[src/hw/btd_pkg.sv]
package btd_pkg;

  // ----------------------------------------------------------------------
  // Register indices on the byte register port
  // ----------------------------------------------------------------------
  localparam logic [3:0] BTD_IDX_FORCE_RESET = 4'h0;
  localparam logic [3:0] BTD_IDX_CMP_A_HIGH = 4'h1;
  localparam logic [3:0] BTD_IDX_CMP_A_LOW = 4'h2;
  localparam logic [3:0] BTD_IDX_CMP_B_HIGH = 4'h3;
  localparam logic [3:0] BTD_IDX_CMP_B_LOW = 4'h4;
  localparam logic [3:0] BTD_IDX_FIFO_HIGH = 4'h5;
  localparam logic [3:0] BTD_IDX_FIFO_LOW = 4'h6;
  localparam logic [3:0] BTD_IDX_CONTROL = 4'h7;
  localparam logic [3:0] BTD_IDX_TRIGGER = 4'h8;
  localparam logic [3:0] BTD_IDX_STATUS = 4'h9;

  // ----------------------------------------------------------------------
  // Field positions
  // ----------------------------------------------------------------------
  localparam int BTD_FORCE_RESET_BIT = 0;
  localparam int BTD_CTL_MODULE_ON = 7;
  localparam int BTD_CTL_CAPTURE_GO = 6;
  localparam int BTD_CTL_TAG_SEL = 5;
  localparam int BTD_CTL_BREAK_EN = 4;
  localparam int BTD_CTL_A_DIR_VALUE = 3;
  localparam int BTD_CTL_A_DIR_ENABLE = 2;
  localparam int BTD_CTL_B_DIR_VALUE = 1;
  localparam int BTD_CTL_B_DIR_ENABLE = 0;
  localparam int BTD_TRG_QUALIFY_EXEC = 7;
  localparam int BTD_TRG_BEGIN = 6;
  localparam logic [7:0] BTD_TRG_WRITE_MASK = 8'hCF;

  // ----------------------------------------------------------------------
  // Reset values and sizes
  // ----------------------------------------------------------------------
  localparam logic [7:0] BTD_BYTE_RESET = 8'h00;
  localparam int BTD_FIFO_DEPTH = 8;
  localparam int BTD_ADDR_W = 16;
  localparam logic [3:0] BTD_CNT_FULL = 4'h8;

  // ----------------------------------------------------------------------
  // Trigger mode codes
  // ----------------------------------------------------------------------
  typedef enum logic [3:0] {
    BTD_M_A_ONLY = 4'h0,
    BTD_M_A_OR_B = 4'h1,
    BTD_M_A_THEN_B = 4'h2,
    BTD_M_EVENT_B = 4'h3,
    BTD_M_A_THEN_EVENT_B = 4'h4,
    BTD_M_A_AND_B_DATA = 4'h5,
    BTD_M_A_NOT_B_DATA = 4'h6,
    BTD_M_INSIDE = 4'h7,
    BTD_M_OUTSIDE = 4'h8
  } btd_mode_t;

endpackage : btd_pkg

[src/hw/btd_comparator.sv]
`timescale 1ns/1ps
`default_nettype none
module btd_comparator
  import btd_pkg::*;
#(
  parameter int ADDR_W = BTD_ADDR_W
) (
  input wire logic [ADDR_W-1:0] i_addr,
  input wire logic [ADDR_W-1:0] i_value,
  input wire logic i_read,
  input wire logic i_dir_enable,
  input wire logic i_dir_value,
  output logic o_eq,
  output logic o_ge,
  output logic o_le
);

  logic dir_ok;

  // Direction value zero means writes only, one means reads only.
  assign dir_ok = !i_dir_enable || (i_read == i_dir_value); // [RULE12] [RULE13]
  // Full-width compare, evaluated once per bus cycle.
  assign o_eq = dir_ok && (i_addr == i_value); // [RULE24]
  assign o_ge = dir_ok && (i_addr >= i_value);
  assign o_le = dir_ok && (i_addr <= i_value);

endmodule : btd_comparator
`default_nettype wire

[src/hw/btd_trace_unit.sv]
// How it works
// [RULE1] Force reset only from serial debug writes.
// [RULE2] Comparator bytes writable only while not armed.
// [RULE3] FIFO high byte reads zero in event modes.
// [RULE4] High read holds FIFO; low read advances.
// [RULE5] Event modes store data byte in low half.
// [RULE6] Low reads never advance FIFO while armed.
// [RULE7] Idle low read stores last fetch address.
// [RULE8] Module enable cannot set while secured.
// [RULE9] Capture go starts, completes or aborts run.
// [RULE10] Bit five picks tag or force break.
// [RULE11] Break at trigger or at FIFO full.
// [RULE12] Comparator A direction qualifies when enabled.
// [RULE13] Comparator B direction qualifies when enabled.
// [RULE14] Trigger register locked while armed; bits 4,5 zero.
// [RULE15] Qualify-exec compares executed opcode addresses.
// [RULE16] Begin bit picks begin or end trace.
// [RULE17] Nine trigger mode codes; others never trigger.
// [RULE18] Hit flags clear at arm, set on match.
// [RULE19] Status arm image; run completion conditions.
// [RULE20] Valid count clears at arm, never decrements.
// [RULE21] FIFO register writes have no effect.
// [RULE22] Event modes capture data on B matches.
// [RULE23] Break type output tells CPU tag or force.
// [RULE24] Full address compare per bus cycle.
`timescale 1ns/1ps
`default_nettype none
module btd_trace_unit
  import btd_pkg::*;
#(
  parameter int ADDR_W = BTD_ADDR_W,
  parameter int FIFO_DEPTH = BTD_FIFO_DEPTH
) (
  input wire logic i_mclk,
  input wire logic i_sys_rst,
  input wire logic i_secure,
  input wire logic [3:0] i_reg_index,
  input wire logic i_reg_wr,
  input wire logic i_reg_rd,
  input wire logic i_reg_serial,
  input wire logic [7:0] i_reg_wdata,
  output logic [7:0] o_reg_rdata,
  input wire logic i_bus_valid,
  input wire logic i_bus_read,
  input wire logic i_bus_fetch,
  input wire logic [ADDR_W-1:0] i_bus_addr,
  input wire logic [7:0] i_bus_data,
  input wire logic i_exec_valid,
  input wire logic [ADDR_W-1:0] i_exec_addr,
  output logic o_break_req,
  output logic o_break_tag,
  output logic o_force_reset
);

  // ----------------------------------------------------------------------
  // Elaboration checks
  // ----------------------------------------------------------------------
  // The count field is four bits wide and the comparators are two bytes.
  if (FIFO_DEPTH != 8) begin : g_bad_depth
    $error("btd_trace_unit: FIFO_DEPTH must be 8");
  end
  if (ADDR_W != 16) begin : g_bad_width
    $error("btd_trace_unit: ADDR_W must be 16");
  end

  // ----------------------------------------------------------------------
  // State
  // ----------------------------------------------------------------------
  typedef logic [FIFO_DEPTH-1:0][ADDR_W-1:0] btd_fifo_t;

  typedef struct packed {
    logic [7:0] cmp_a_high;
    logic [7:0] cmp_a_low;
    logic [7:0] cmp_b_high;
    logic [7:0] cmp_b_low;
    logic [7:0] control;
    logic [7:0] trigger;
    logic a_hit;
    logic b_hit;
    logic a_seen;
    logic storing;
    logic [3:0] count;
    logic [ADDR_W-1:0] last_fetch;
    btd_fifo_t fifo;
    logic [7:0] rdata;
    logic break_req;
    logic break_tag;
    logic force_reset;
  } btd_state_t;

  btd_state_t s;
  btd_state_t next_s;

  // Slot zero is the read head; new words enter at the last slot.
  function automatic btd_fifo_t shift_in(input btd_fifo_t f, input logic [ADDR_W-1:0] w);
    btd_fifo_t r;
    r = f;
    for (int i = 0; i < FIFO_DEPTH - 1; i++) begin
      r[i] = f[i+1];
    end
    r[FIFO_DEPTH-1] = w;
    return r;
  endfunction : shift_in

  function automatic logic is_event_mode(input logic [3:0] m);
    return (m == BTD_M_EVENT_B) || (m == BTD_M_A_THEN_EVENT_B);
  endfunction : is_event_mode

  // ----------------------------------------------------------------------
  // Comparators
  // ----------------------------------------------------------------------
  logic qualify;
  logic cmp_valid;
  logic cmp_read;
  logic [ADDR_W-1:0] cmp_addr;
  logic [1:0] eq;
  logic [1:0] ge;
  logic [1:0] le;
  logic [1:0][ADDR_W-1:0] cmp_value;
  logic [1:0] dir_en;
  logic [1:0] dir_val;

  // Qualified triggers look at the executed opcode address instead of the
  // raw bus, so a prefetched but flushed opcode never fires.
  assign qualify = s.trigger[BTD_TRG_QUALIFY_EXEC];
  assign cmp_valid = qualify ? i_exec_valid : i_bus_valid; // [RULE15]
  assign cmp_addr = qualify ? i_exec_addr : i_bus_addr; // [RULE15]
  assign cmp_read = qualify ? 1'b1 : i_bus_read;
  assign cmp_value[0] = {s.cmp_a_high, s.cmp_a_low};
  assign cmp_value[1] = {s.cmp_b_high, s.cmp_b_low};
  assign dir_en = {s.control[BTD_CTL_B_DIR_ENABLE], s.control[BTD_CTL_A_DIR_ENABLE]};
  assign dir_val = {s.control[BTD_CTL_B_DIR_VALUE], s.control[BTD_CTL_A_DIR_VALUE]};

  for (genvar g = 0; g < 2; g++) begin : g_cmp
    btd_comparator #(
      .ADDR_W(ADDR_W)
    ) u_cmp (
      .i_addr(cmp_addr),
      .i_value(cmp_value[g]),
      .i_read(cmp_read),
      .i_dir_enable(dir_en[g]),
      .i_dir_value(dir_val[g]),
      .o_eq(eq[g]),
      .o_ge(ge[g]),
      .o_le(le[g])
    );
  end

  // ----------------------------------------------------------------------
  // Next state
  // ----------------------------------------------------------------------
  always_comb begin
    logic armed;
    logic match_a;
    logic match_b;
    logic data_b;
    logic hit;
    logic event_mode;
    logic begin_trace;
    logic capture;
    logic done;
    logic [ADDR_W-1:0] word;
    logic [7:0] new_ctl;
    logic [3:0] mode;
    armed = s.control[BTD_CTL_CAPTURE_GO];
    mode = s.trigger[3:0];
    match_a = cmp_valid && eq[0];
    match_b = cmp_valid && eq[1];
    data_b = i_bus_valid && (i_bus_data == s.cmp_b_low);
    hit = 1'b0;
    capture = 1'b0;
    done = 1'b0;
    word = i_bus_addr;
    new_ctl = i_reg_wdata;
    event_mode = is_event_mode(mode);
    begin_trace = s.trigger[BTD_TRG_BEGIN] || event_mode; // [RULE16]
    next_s = s;
    next_s.break_req = 1'b0;
    next_s.force_reset = 1'b0;
    next_s.break_tag = s.control[BTD_CTL_TAG_SEL]; // [RULE10] [RULE23]
    if (i_bus_valid && i_bus_fetch) begin
      next_s.last_fetch = i_bus_addr;
    end

    // Trigger decode.
    case (mode) // [RULE17]
      BTD_M_A_ONLY: hit = match_a;
      BTD_M_A_OR_B: hit = match_a || match_b;
      BTD_M_A_THEN_B: hit = s.a_seen && match_b;
      BTD_M_A_AND_B_DATA: hit = match_a && data_b;
      BTD_M_A_NOT_B_DATA: hit = match_a && i_bus_valid && !data_b;
      BTD_M_INSIDE: hit = cmp_valid && ge[0] && le[1];
      BTD_M_OUTSIDE: hit = cmp_valid && !(ge[0] && le[1]);
      default: hit = 1'b0;
    endcase

    // Capture run.
    if (armed) begin
      if (match_a) begin
        next_s.a_hit = 1'b1; // [RULE18]
        next_s.a_seen = 1'b1;
      end
      if (match_b) begin
        next_s.b_hit = 1'b1; // [RULE18]
      end
      if (event_mode) begin
        if (match_b && (mode == BTD_M_EVENT_B || s.a_seen)) begin // [RULE22]
          capture = 1'b1;
          word = {8'h00, i_bus_data}; // [RULE5]
        end
      end else if (begin_trace) begin
        if (hit) begin
          next_s.storing = 1'b1;
        end
        capture = s.storing && i_bus_valid && i_bus_fetch;
      end else begin
        capture = i_bus_valid && i_bus_fetch;
        if (hit) begin
          done = 1'b1; // [RULE19]
          next_s.break_req = s.control[BTD_CTL_BREAK_EN]; // [RULE11]
        end
      end
      if (capture) begin
        next_s.fifo = shift_in(s.fifo, word); // [RULE24]
        if (s.count != BTD_CNT_FULL) begin
          next_s.count = s.count + 4'h1; // [RULE20]
        end
        if (begin_trace && s.count == BTD_CNT_FULL - 4'h1) begin
          done = 1'b1; // [RULE19] [RULE22]
          next_s.break_req = s.control[BTD_CTL_BREAK_EN]; // [RULE11]
        end
      end
      if (done) begin
        next_s.control[BTD_CTL_CAPTURE_GO] = 1'b0; // [RULE9]
        next_s.storing = 1'b0;
      end
    end

    // Register writes; writes to the FIFO bytes fall through untouched.
    if (i_reg_wr) begin // [RULE21]
      if (i_reg_index == BTD_IDX_FORCE_RESET) begin
        next_s.force_reset = i_reg_serial && i_reg_wdata[BTD_FORCE_RESET_BIT]; // [RULE1]
      end else if (i_reg_index == BTD_IDX_CMP_A_HIGH && !armed) begin
        next_s.cmp_a_high = i_reg_wdata; // [RULE2]
      end else if (i_reg_index == BTD_IDX_CMP_A_LOW && !armed) begin
        next_s.cmp_a_low = i_reg_wdata; // [RULE2]
      end else if (i_reg_index == BTD_IDX_CMP_B_HIGH && !armed) begin
        next_s.cmp_b_high = i_reg_wdata; // [RULE2]
      end else if (i_reg_index == BTD_IDX_CMP_B_LOW && !armed) begin
        next_s.cmp_b_low = i_reg_wdata; // [RULE2]
      end else if (i_reg_index == BTD_IDX_TRIGGER && !armed) begin
        next_s.trigger = i_reg_wdata & BTD_TRG_WRITE_MASK; // [RULE14]
      end else if (i_reg_index == BTD_IDX_CONTROL) begin
        if (i_secure && !s.control[BTD_CTL_MODULE_ON]) begin
          new_ctl[BTD_CTL_MODULE_ON] = 1'b0; // [RULE8]
        end
        // Arming needs the module on; clearing either bit aborts the run.
        new_ctl[BTD_CTL_CAPTURE_GO] = i_reg_wdata[BTD_CTL_CAPTURE_GO] && new_ctl[BTD_CTL_MODULE_ON]; // [RULE9]
        next_s.control = new_ctl;
        if (new_ctl[BTD_CTL_CAPTURE_GO] && !armed) begin
          next_s.a_hit = 1'b0; // [RULE18]
          next_s.b_hit = 1'b0;
          next_s.a_seen = 1'b0;
          next_s.storing = 1'b0;
          next_s.count = 4'h0; // [RULE20]
        end else if (!new_ctl[BTD_CTL_CAPTURE_GO]) begin
          next_s.storing = 1'b0;
        end
      end
    end

    // Register reads, answered one cycle later.
    if (i_reg_rd) begin
      if (i_reg_index == BTD_IDX_CMP_A_HIGH) begin
        next_s.rdata = s.cmp_a_high;
      end else if (i_reg_index == BTD_IDX_CMP_A_LOW) begin
        next_s.rdata = s.cmp_a_low;
      end else if (i_reg_index == BTD_IDX_CMP_B_HIGH) begin
        next_s.rdata = s.cmp_b_high;
      end else if (i_reg_index == BTD_IDX_CMP_B_LOW) begin
        next_s.rdata = s.cmp_b_low;
      end else if (i_reg_index == BTD_IDX_FIFO_HIGH) begin
        next_s.rdata = event_mode ? BTD_BYTE_RESET : s.fifo[0][15:8]; // [RULE3] [RULE4]
      end else if (i_reg_index == BTD_IDX_FIFO_LOW) begin
        next_s.rdata = s.fifo[0][7:0];
        if (!armed) begin // [RULE6]
          next_s.fifo = shift_in(s.fifo, s.last_fetch); // [RULE4] [RULE7]
        end
      end else if (i_reg_index == BTD_IDX_CONTROL) begin
        next_s.rdata = s.control;
      end else if (i_reg_index == BTD_IDX_TRIGGER) begin
        next_s.rdata = s.trigger;
      end else if (i_reg_index == BTD_IDX_STATUS) begin
        next_s.rdata = {s.a_hit, s.b_hit, s.control[BTD_CTL_CAPTURE_GO] && s.control[BTD_CTL_MODULE_ON],
                        1'b0, s.count}; // [RULE19] [RULE20]
      end else begin
        next_s.rdata = BTD_BYTE_RESET; // [RULE1]
      end
    end
  end

  // ----------------------------------------------------------------------
  // Registers
  // ----------------------------------------------------------------------
  always_ff @(posedge i_mclk) begin
    if (i_sys_rst) begin
      s <= '0;
    end else begin
      s <= next_s;
    end
  end

  assign o_reg_rdata = s.rdata;
  assign o_break_req = s.break_req;
  assign o_break_tag = s.break_tag;
  assign o_force_reset = s.force_reset;

endmodule : btd_trace_unit
`default_nettype wire

[config.mk]
export PLATFORM = sky130hd
export DESIGN_NAME = btd_trace_unit
export DESIGN_NICKNAME = d
export VERILOG_FILES = /design/src/hw/btd_pkg.sv /design/src/hw/btd_comparator.sv /design/src/hw/btd_trace_unit.sv
export SDC_FILE = /design/constraint.sdc
export NUM_CORES = 1
export LEC_CHECK = 0
export BUFFER_PORTS_ARGS = -buffer_cell sky130_fd_sc_hd__buf_2
export CAP_MARGIN = 20
export CORE_MARGIN = 1.5
export CORE_UTILIZATION = 45
export DETAILED_ROUTE_END_ITERATION = 10
export PLACE_DENSITY = 0.61
export SKIP_LAST_GASP = 1
export SYNTH_ARGS = -nofsm -noshare
export SYNTH_HDL_FRONTEND = slang
export SYNTH_SLANG_ARGS = --single-unit
[constraint.sdc]
create_clock -name i_mclk -period 8.03 [get_ports i_mclk]
set_input_delay 1.2045 -clock i_mclk [delete_from_list [all_inputs] [get_ports i_mclk]]
set_output_delay 1.2045 -clock i_mclk [all_outputs]
set_load 0.005 [all_outputs]
==> results by group, run 1 <==
GRT
  – Grt ovf: 0
  – Initial antenna violation count: 0
  – Pin count of the biggest net entering global routing: 97
  – Via count of the first global-routing pass: 7543
  – First-pass GRT wire length: 41200 um
  – GRT Util Overall: 23.4%

Clock tree
  – CTS Buf Count: 23
  – CTS tree: done
  – Setup Buffers After CTS: 0
  – CTS resizes: 0
  – CTS Hold Bufs: 0
  – Clock latency on the worst-skew pair: 520 ps
  – CTS clk-pin slew, worst paths: 60 ps
  – Clock Sinks: 209
  – Root Driver: clkbuf_16
  – Htree depth: 1
  – Clock tree buffer depth: 3

Logic synthesis
  – Distinct cells, synth: 59
  – Syn Area/Cell: 7.96 sq um
  – Area contributors post-synth: dfxtp_1 44%, nand2_1 13%, a21oi_1 8.8%
  – Top cell type's share of synthesized area: 43.8%
  – Number of synthesized flops with an enable pin: 0
  – Post-synthesis compound-gate area fraction: 16.4%
  – Seq/Total Area, Yosys: 43.8%
  – Largest family of logic cells by synthesized area: simple AND/OR/NAND/NOR gates
  – Yosys top cell by area: dfxtp_1
  – Post-Synth XOR/XNOR Area: 1.01%
  – Post-Synth Adder-Cell Area: 4.45%
  – Main synth FF type: dfxtp_1
  – Synthesized instance count: 1200
  – Simple logic cell fraction of the synthesized area: 21.5%
  – Seq cells post-synth: 209
  – Yosys Warn Count: 0
  – Synth async-reset ratio: 0%
  – Cell Area, Synth: 9550 sq um
  – Syn nets: 1296
  – Multiplexer share of the synthesized area: 7.59%

Power
  – Leak: 3.87 nW
  – Max rail drop VDD: 145 uV
  – Power per cell area: 205 nW/um^2

Critical path
  – CP Data Required Time: 8460 ps
  – Endpoint class of the critical path: flip-flop
  – CP Data Arrival Time: 5030 ps
  – Crit path launch type: input port
  – CP Class: input port to flip-flop
  – Critical Path Fanout Max: 78
  – Flop2flop setup slack: 3470 ps

Die
  – Initial Util: 45.7%
  – # IOs: 73
  – Chip height: 149 um
  – Horiz. Die Dim: 149 um
  – Core Rows: 53
  – Die area: 22100 sq um
  – Placeable core region: 20900 sq um

Timing
  – FMAX: 0.218 GHz
  – Setup-failing EPs final: 0
  – Period minus WS final: 4600 ps
  – Max_slew headroom: 30.9%
  – Worst-Margin Slew: 1030 ps
  – Fin. Hold Viols: 0
  – Period utilization: 57.2%
  – Max-slew violations: 0
  – RSZ-0062 raised after global routing: no
  – Setup TNS: 0 ps
  – Fin Hold WS: 449 ps
  – Layout Skew: 16.3 ps

Drt
  – Drt wl/cell: 16.9 um
  – Via density: 5.46
  – Post-route ant nets: 0
  – DRC Markers: 0
  – DRT Pass-1 Iters: 5
  – DRT iter0 DRCs: 714
  – Total wire length: 25500 um
  – Vias after detailed routing: 8241

Placed design
  – Final GP Congestion: 0.884
  – Port Buffers: 72
  – Post-detail-place hpwl: 17900 um

Final layout
  – Antenna cells: 0
  – Area grow syn2layout: 12.0%
  – Proportion of layout cells with a drive suffix above 1: 11.8%
  – Nets: 1316

Run
  – Total of max-cap violations: 0

Min path
  – Hold crit path type: flip-flop to flip-flop

Run status
  – Status: finished, final reports clean
-- where the power goes --
| part | internal (W) | leakage, nW | total (W) | switching [W] |
|---|---|---|---|---|
| Sequential | 0.00105 | 1.69 | 0.00105 | 0.00000735 |
| Clock | 0.000585 | 0.362 | 0.00100 | 0.000416 |
| Combinational | 0.0000486 | 1.82 | 0.000143 | 0.0000939 |
| Total | 0.00168 | 3.87 | 0.00220 | 0.000517 |
-- stage by stage --
stage	utilization [%]	std cells	total power, W	setup WS (ps)	area [sq um]
floorplan	-	1200	0.00116	4210	9550
global placement	47.8	1470	0.00122	3020	9970
detailed placement	47.8	1470	0.00122	2920	9970
CTS	51.2	1510	0.00222	3440	10700
global route	51.2	1510	0.00228	3080	10700
finish	51.2	1510	0.00220	3430	10700
-- registers in the layout (all words and copies together) (netlist names) --
name,flops
dir_en,2
o_break_tag,1
s,160
qualify,1
o_break_req,1
o_reg_rdata,8
dir_val,2
o_force_reset,1
next_s,1
cmp_value,32
-- layout make-up --
type	instances	area, sq um
Clock inverter	6	48.8
Tap cell	275	344
Timing Repair Buffer	79	419
Fill cell	2071	10200
Multi-Input combinational cell	869	4880
Sequential cell	209	4180
Inverter	38	143
Clock buffer	34	677
-- path summary, 6_finish.rpt --
path,start,end,depth (start not counted)
setup reg to reg,qualify,s[26],12
hold / removal,s[69],s[69],2
hold reg to reg,s[69],s[69],2
setup / recovery,i_bus_addr[15],s[26],12
-- critical path, stage by stage --
cell and delay, ps:
buf_2 120, mux2_2 290, ha_1 320, nand4_1 90
or2_2 340, nor4_1 160, and3_1 610, o21ai_1 430
nand2_4 440, buf_4 660, nand2_1 150, a21oi_1 160
-- metal layers --
layer  global-route usage, %  up-vias  wire, um
met1                    33.2     3854     11900
met4                    6.29        0       522
met2                    37.1      233     11500
met5                       0        -         0
met3                    3.65       39      1480
li1                        -     4115         -
-- cells in the mapped netlist, types with 3 or more instances --
library cell,count
nand2_1,327
dfxtp_1,209
a21oi_1,168
nor2_1,74
clkbuf_1,59
mux2i_1,51
inv_1,38
ha_1,34
o21ai_0,32
mux2_2,19
nor3_1,16
buf_2,12
nor2b_1,12
o211ai_1,11
a221oi_1,9
a22oi_1,8
buf_4,8
nand2b_1,8
nand4_1,8
nand3_1,7
o221ai_1,7
xor2_1,7
and2_1,5
buf_1,5
a211oi_1,4
a31oi_1,4
nand3b_1,4
nor4_1,4
o21a_1,4
xnor2_1,4
a222oi_1,3
and3_1,3
or2_2,3
or3_1,3
-- cells by family after synthesis --
kind of cell,count (synthesis)
AND/OR/NAND/NOR,486
AO/OA/AOI/OAI,268
flip-flops,209
buffers and inverters,122
multiplexers,70
adder cells (fa/ha/maj),34
XOR/XNOR,11
-- cell usage in the layout, fill, tap and decap left out, drive strengths merged, types with 3 or more instances in the layout --
cell / synthesis / layout
a211oi: 5 / 5
a21oi: 168 / 168
a221oi: 9 / 9
a222oi: 3 / 3
a22oi: 8 / 8
a31oi: 4 / 4
and2: 5 / 5
and3: 3 / 3
buf: 25 / 79
clkbuf: 59 / 34
clkinv: 0 / 5
dfxtp: 209 / 209
ha: 34 / 34
inv: 38 / 39
mux2: 19 / 19
mux2i: 51 / 51
nand2: 327 / 327
nand2b: 8 / 8
nand3: 7 / 7
nand3b: 4 / 4
nand4: 8 / 8
nor2: 74 / 74
nor2b: 12 / 12
nor3: 17 / 17
nor4: 4 / 4
nor4b: 3 / 3
o211ai: 12 / 12
o21a: 4 / 4
o21ai: 34 / 34
o221ai: 7 / 7
or2: 3 / 3
or3: 3 / 3
xnor2: 4 / 4
xor2: 7 / 7
No activity file was read; power rests on OpenSTA's default activity.
==> run 2: changes to the inputs <==
ABC_AREA = 1   (was unset)
clock period = 4.7 ns   (was 8.03 ns; I/O delays follow)
==> results by group, run 2 <==
Power
  – Reg power frac: 46.8%
  – Int Pwr: 0.00296 W
  – Max rail drop VDD: 263 uV
  – Switching power: 0.000968 W
  – Power per cell area: 364 nW/um^2
  – Combinational fraction of design power: 7.9%
  – Clock power share: 45.3%
  – Sw Ratio: 24.6%
  – Leak: 4.72 nW

Timing
  – Layout Skew: 15.5 ps
  – Period utilization: 88.4%
  – Setup-failing EPs final: 0
  – Setup TNS: 0 ps
  – FMAX: 0.241 GHz
  – Fin. Hold Viols: 0
  – Max-slew violations: 0
  – Setup slack after layout: 547 ps
  – Max_slew headroom: 27.6%
  – Worst-Margin Slew: 1090 ps
  – Period minus WS final: 4150 ps
  – RSZ-0062 raised after global routing: no

Logic synthesis
  – Multiplexer share of the synthesized area: 0.103%
  – Seq/Total Area, Yosys: 43.2%
  – Simple logic cell fraction of the synthesized area: 19.1%
  – Number of synthesized flops with an enable pin: 0
  – Main synth FF type: dfxtp_1
  – Syn nets: 1425
  – Post-synth top cells: 209 x dfxtp_1, 200 x nand2_1, 184 x nor2_1
  – Top cell type's share of synthesized area: 43.2%
  – Syn Area/Cell: 7.29 sq um
  – Yosys top cell by area: dfxtp_1
  – Post-Synth XOR/XNOR Area: 0.362%
  – Largest family of logic cells by synthesized area: compound AO/OA/AOI/OAI gates
  – Yosys Warn Count: 0
  – Distinct cells, synth: 47
  – Post-synthesis compound-gate area fraction: 22.2%
  – Cell Area, Synth: 9690 sq um
  – Synthesized instance count: 1329
  – Synth async-reset ratio: 0%
  – Post-Synth Adder-Cell Area: 4.39%
  – Most numerous cell in the Yosys netlist: dfxtp_1
  – Area contributors post-synth: dfxtp_1 43%, nand2_1 7.7%, a21oi_1 7.6%
  – Seq cells post-synth: 209

Final layout
  – Area grow syn2layout: 11.2%
  – Design Area, Final: 10800 sq um
  – Footprint of the multi-input gates: 4470 sq um
  – Commonest non-fill, non-tap cell in the layout: dfxtp_1
  – Most frequent cells in the layout: 209 x dfxtp_1, 200 x nand2_1, 184 x nor2_1
  – Storage cell area: 4180 sq um
  – Proportion of layout cells with a drive suffix above 1: 10.5%
  – Top reg by flops: s
  – FILL cells: 2114
  – Nets: 1453
  – Antenna cells: 0
  – Flip-flop count of the largest register after layout: 160
  – Layout Utilization: 51.1%

Placed design
  – Pre-CTS setup slack: 618 ps
  – Port Buffers: 72
  – Post-detail-place hpwl: 19200 um
  – Final GP Congestion: 0.933
  – Placement Cell Area: 10000 sq um

Critical path
  – Critical Path Fanout Max: 110
  – CP Data Arrival Time: 4610 ps
  – CP Class: flip-flop to flip-flop
  – Endpoint class of the critical path: flip-flop
  – Crit path launch type: flip-flop
  – CP Data Required Time: 5150 ps

Clock tree
  – Clock Sinks: 209
  – CTS Buf Count: 23
  – Root Driver: clkbuf_16
  – CTS resizes: 0
  – CTS Hold Bufs: 0
  – Htree depth: 1
  – Setup Buffers After CTS: 0
  – Clock latency on the worst-skew pair: 530 ps
  – CTS tree: done
  – Clock tree buffer depth: 3
  – CTS clk-pin slew, worst paths: 60 ps

Drt
  – DRT Pass-1 Iters: 6
  – Vias after detailed routing: 8637
  – Total wire length: 27000 um
  – Via density: 5.24
  – Drt wl/cell: 16.4 um
  – DRC Markers: 0
  – Post-route ant nets: 0
  – DRT iter0 DRCs: 662

Die
  – Horiz. Die Dim: 150 um
  – Die area: 22400 sq um
  – Core Rows: 53
  – Initial Util: 45.9%
  – Chip height: 150 um
  – Placeable core region: 21100 sq um
  – # IOs: 73

Min path
  – Hold crit path type: input port to flip-flop

Run status
  – Status: finished, final reports clean

GRT
  – GR peak layer: met2
  – Via count of the first global-routing pass: 7962
  – Initial antenna violation count: 0
  – Met1 GRT Util: 33.7%
  – Met2 global-route usage: 38.8%
  – GRT Util Overall: 24.4%
  – Pin count of the biggest net entering global routing: 115
  – Grt ovf: 0
  – M3 GR Usage: 2.93%
  – First-pass GRT wire length: 42700 um

Run
  – Total of max-cap violations: 0
==> run 2: path summary, 6_finish.rpt <==
kind,startpoint,end,slack (ps),cells past startpoint
setup reg to reg,qualify,s[53],550,15
setup / recovery,qualify,s[53],550,15
hold reg to reg,s[73],s[73],450,2
hold / removal,i_reg_serial,o_force_reset,450,3
==> run 2: cell type report <==
type	count	area share, %
Multi-Input combinational cell	885	41.5
Clock inverter	9	0.836
Tap cell	275	3.19
Inverter	159	5.56
Clock buffer	32	6.12
Timing Repair Buffer	79	3.95
Sequential cell	209	38.8
==> run 2: logic make-up after synthesis <==
family                     after synthesis
AOI/OAI and AO/OA                      396
and+or+nand+nor                        450
buffers and inverters                  235
muxes                                    1
adders and majority gates               34
DFF                                    209
xor gates and xnor gates                 4
==> run 2: metal layers <==
| metal | share of wire, % | vias up |
|---|---|---|
| li1 | - | 4433 |
| met1 | 46 | 3907 |
| met2 | 45 | 233 |
| met3 | 5.2 | 64 |
| met4 | 4.0 | 0 |
| met5 | 0 | - |
==> run 2: worst max-delay path, cell delays in order, from the launching register on <==
cell	delay, ps
dfxtp_1	340
clkinv_1	400
nand2_1	190
nand2_1	140
ha_1	320
nand2_1	70
nor2_2	210
inv_1	80
nor3_2	330
nand3_4	230
nand2_4	130
nand2_2	240
nand2_4	150
buf_4	770
o21ai_0	190
a21oi_1	160
==> run 2: through the flow <==
step	std cells	hold WS (ps)	power [W]
global placement	1607	440	0.00218
floorplan	1329	421	0.00208
detailed placement	1607	447	0.00218
global route	1648	434	0.00408
finish	1648	446	0.00393
CTS	1648	427	0.00396
==> run 2: power by group through the flow <==
| stage | clock (W) | sequential (W) | combinational (W) |
|---|---|---|---|
| after floorplan | 0 | 0.00187 | 0.000208 |
| after global placement | 0 | 0.00188 | 0.000304 |
| after detailed placement | 0 | 0.00188 | 0.000307 |
| after CTS | 0.00181 | 0.00184 | 0.000310 |
| after global routing | 0.00188 | 0.00184 | 0.000355 |
| final | 0.00178 | 0.00184 | 0.000312 |
==> run 3: changes to the inputs <==
CORE_ASPECT_RATIO = 1.2   (was unset)
==> results by group, run 3 (same netlist as run 2, synthesis figures left out) <==
Run status
  – Status: finished, final reports clean

Final layout
  – Area grow syn2layout: 10.6%
  – Top reg by flops: s
  – Layout Utilization: 50.9%
  – Most frequent cells in the layout: 209 x dfxtp_1, 200 x nand2_1, 184 x nor2_1
  – Proportion of layout cells with a drive suffix above 1: 10.0%
  – Nets: 1452
  – Flip-flop count of the largest register after layout: 160
  – Antenna cells: 0
  – Commonest non-fill, non-tap cell in the layout: dfxtp_1

GRT
  – First-pass GRT wire length: 42400 um
  – Grt ovf: 0
  – Initial antenna violation count: 0
  – Pin count of the biggest net entering global routing: 115
  – Via count of the first global-routing pass: 8006
  – GRT Util Overall: 24.4%

Clock tree
  – Clock Sinks: 209
  – Clock latency on the worst-skew pair: 500 ps
  – Setup Buffers After CTS: 0
  – CTS tree: done
  – CTS Hold Bufs: 0
  – CTS Buf Count: 22
  – CTS resizes: 0
  – Root Driver: clkbuf_16
  – CTS clk-pin slew, worst paths: 60 ps
  – Clock tree buffer depth: 3
  – Htree depth: 1

Drt
  – DRT iter0 DRCs: 572
  – Via density: 5.29
  – Vias after detailed routing: 8659
  – DRT Pass-1 Iters: 5
  – DRC Markers: 0
  – Total wire length: 27200 um
  – Drt wl/cell: 16.6 um
  – Post-route ant nets: 0

Power
  – Leak: 4.69 nW
  – Clock power share: 44.1%
  – Int Pwr: 0.00293 W
  – Sw Ratio: 23.8%
  – Switching power: 0.000916 W
  – Power per cell area: 358 nW/um^2
  – Combinational fraction of design power: 8.1%
  – Reg power frac: 47.9%
  – Max rail drop VDD: 317 uV

Critical path
  – CP Data Arrival Time: 4520 ps
  – Critical R2R Capture: s[37]
  – Flop2flop setup slack: 530 ps
  – Crit path launch type: flip-flop
  – Max incr delay on CP: 430 ps
  – Worst setup path endpoint: s[37]
  – Critical path buffers and inverters: 4
  – Crit path from: qualify
  – Top delay family on crit path: simple AND/OR/NAND/NOR gates
  – Slowest-stage cell, CP: clkinv_1
  – CP Data Required Time: 5050 ps
  – R2r startpoint: qualify
  – Worst path depth: 16
  – Cells on worst reg2reg path: 16
  – CP cell instances: clkinv_1 -> nand2_1 -> nand2_1 -> ha_1 -> nand2_1 -> nor2_2 -> inv_1 -> nor3_2 -> nand3_4 -> nand2_4 -> nand2_2 -> nand2_4 -> clkinv_2 -> buf_4 -> o21ai_0 -> a21oi_1
  – Critical Path Fanout Max: 114
  – CP Class: flip-flop to flip-flop
  – Most used cell, CP: nand2_1
  – Endpoint class of the critical path: flip-flop

Die
  – Chip height: 164 um
  – Core Rows: 58
  – # IOs: 73
  – Initial Util: 46.0%
  – Placeable core region: 21000 sq um
  – Horiz. Die Dim: 137 um
  – Die area: 22400 sq um

Timing
  – Fin. Hold Viols: 0
  – Setup TNS: 0 ps
  – Worst-Margin Slew: 1020 ps
  – Setup-failing EPs final: 0
  – FMAX: 0.240 GHz
  – Period minus WS final: 4170 ps
  – RSZ-0062 raised after global routing: no
  – Layout Skew: 10.4 ps
  – Max_slew headroom: 31.8%
  – Period utilization: 88.8%
  – Max-slew violations: 0

Min path
  – Hold crit path type: flip-flop to flip-flop

Placed design
  – Final GP Congestion: 0.938
  – Post-detail-place hpwl: 19400 um
  – Port Buffers: 72

Run
  – Total of max-cap violations: 0
==> run 3: power groups by stage <==
stage	Clock [W]	Combinational, W	Sequential, W
2_1_floorplan	0	0.000208	0.00187
3_3_place_gp	0	0.000302	0.00188
3_5_place_dp	0	0.000307	0.00188
4_1_cts	0.00174	0.000309	0.00184
5_1_grt	0.00180	0.000353	0.00184
6_report	0.00169	0.000310	0.00184
==> run 3: final cells by class <==
cell class / instances / area, sq um
inverter: 159 / 601
sequential: 209 / 4180
multi-input combinational: 885 / 4470
tap: 270 / 338
clock buffer: 32 / 649
fill: 2137 / 10300
clock inverter: 3 / 46.3
timing repair buffer: 79 / 425
==> run 3: worst min-delay path by stage <==
stage,startpoint,to,cells past startpoint
CTS,i_reg_serial,o_force_reset,3
global placement,s[83],s[67],2
floorplan,s[175],o_break_req,2
finish,s[45],s[45],2
global route,s[149],s[149],2
detailed placement,s[77],s[77],2
==> run 3: metal layers <==
layer | up-vias | global-route usage (%) | part of all wire (%)
met3 | 62 | 3.27 | 5.2
met4 | 0 | 10.9 | 4.3
met2 | 238 | 41.6 | 48
met5 | - | 0 | 0
li1 | 4402 | - | -
met1 | 3957 | 30.6 | 43
==> run 3: tightest hold or removal path, delay by kind of cell (launching register included) <==
kind | cells | cell delay (ps)
compound gates | 1 | 50
buf+inv | 1 | 60
flops | 1 | 290
==> run 3: metrics by stage <==
stage / instance area (sq um) / cells / total power, W / worst slack [ps] / hold WS, ps
floorplan: 9690 / 1329 / 0.00208 / 1860 / 421
global placement: 10000 / 1602 / 0.00218 / 710 / 441
detailed placement: 10000 / 1602 / 0.00218 / 557 / 447
CTS: 10700 / 1637 / 0.00388 / 543 / 449
global route: 10700 / 1637 / 0.00400 / 136 / 468
finish: 10700 / 1637 / 0.00384 / 526 / 453
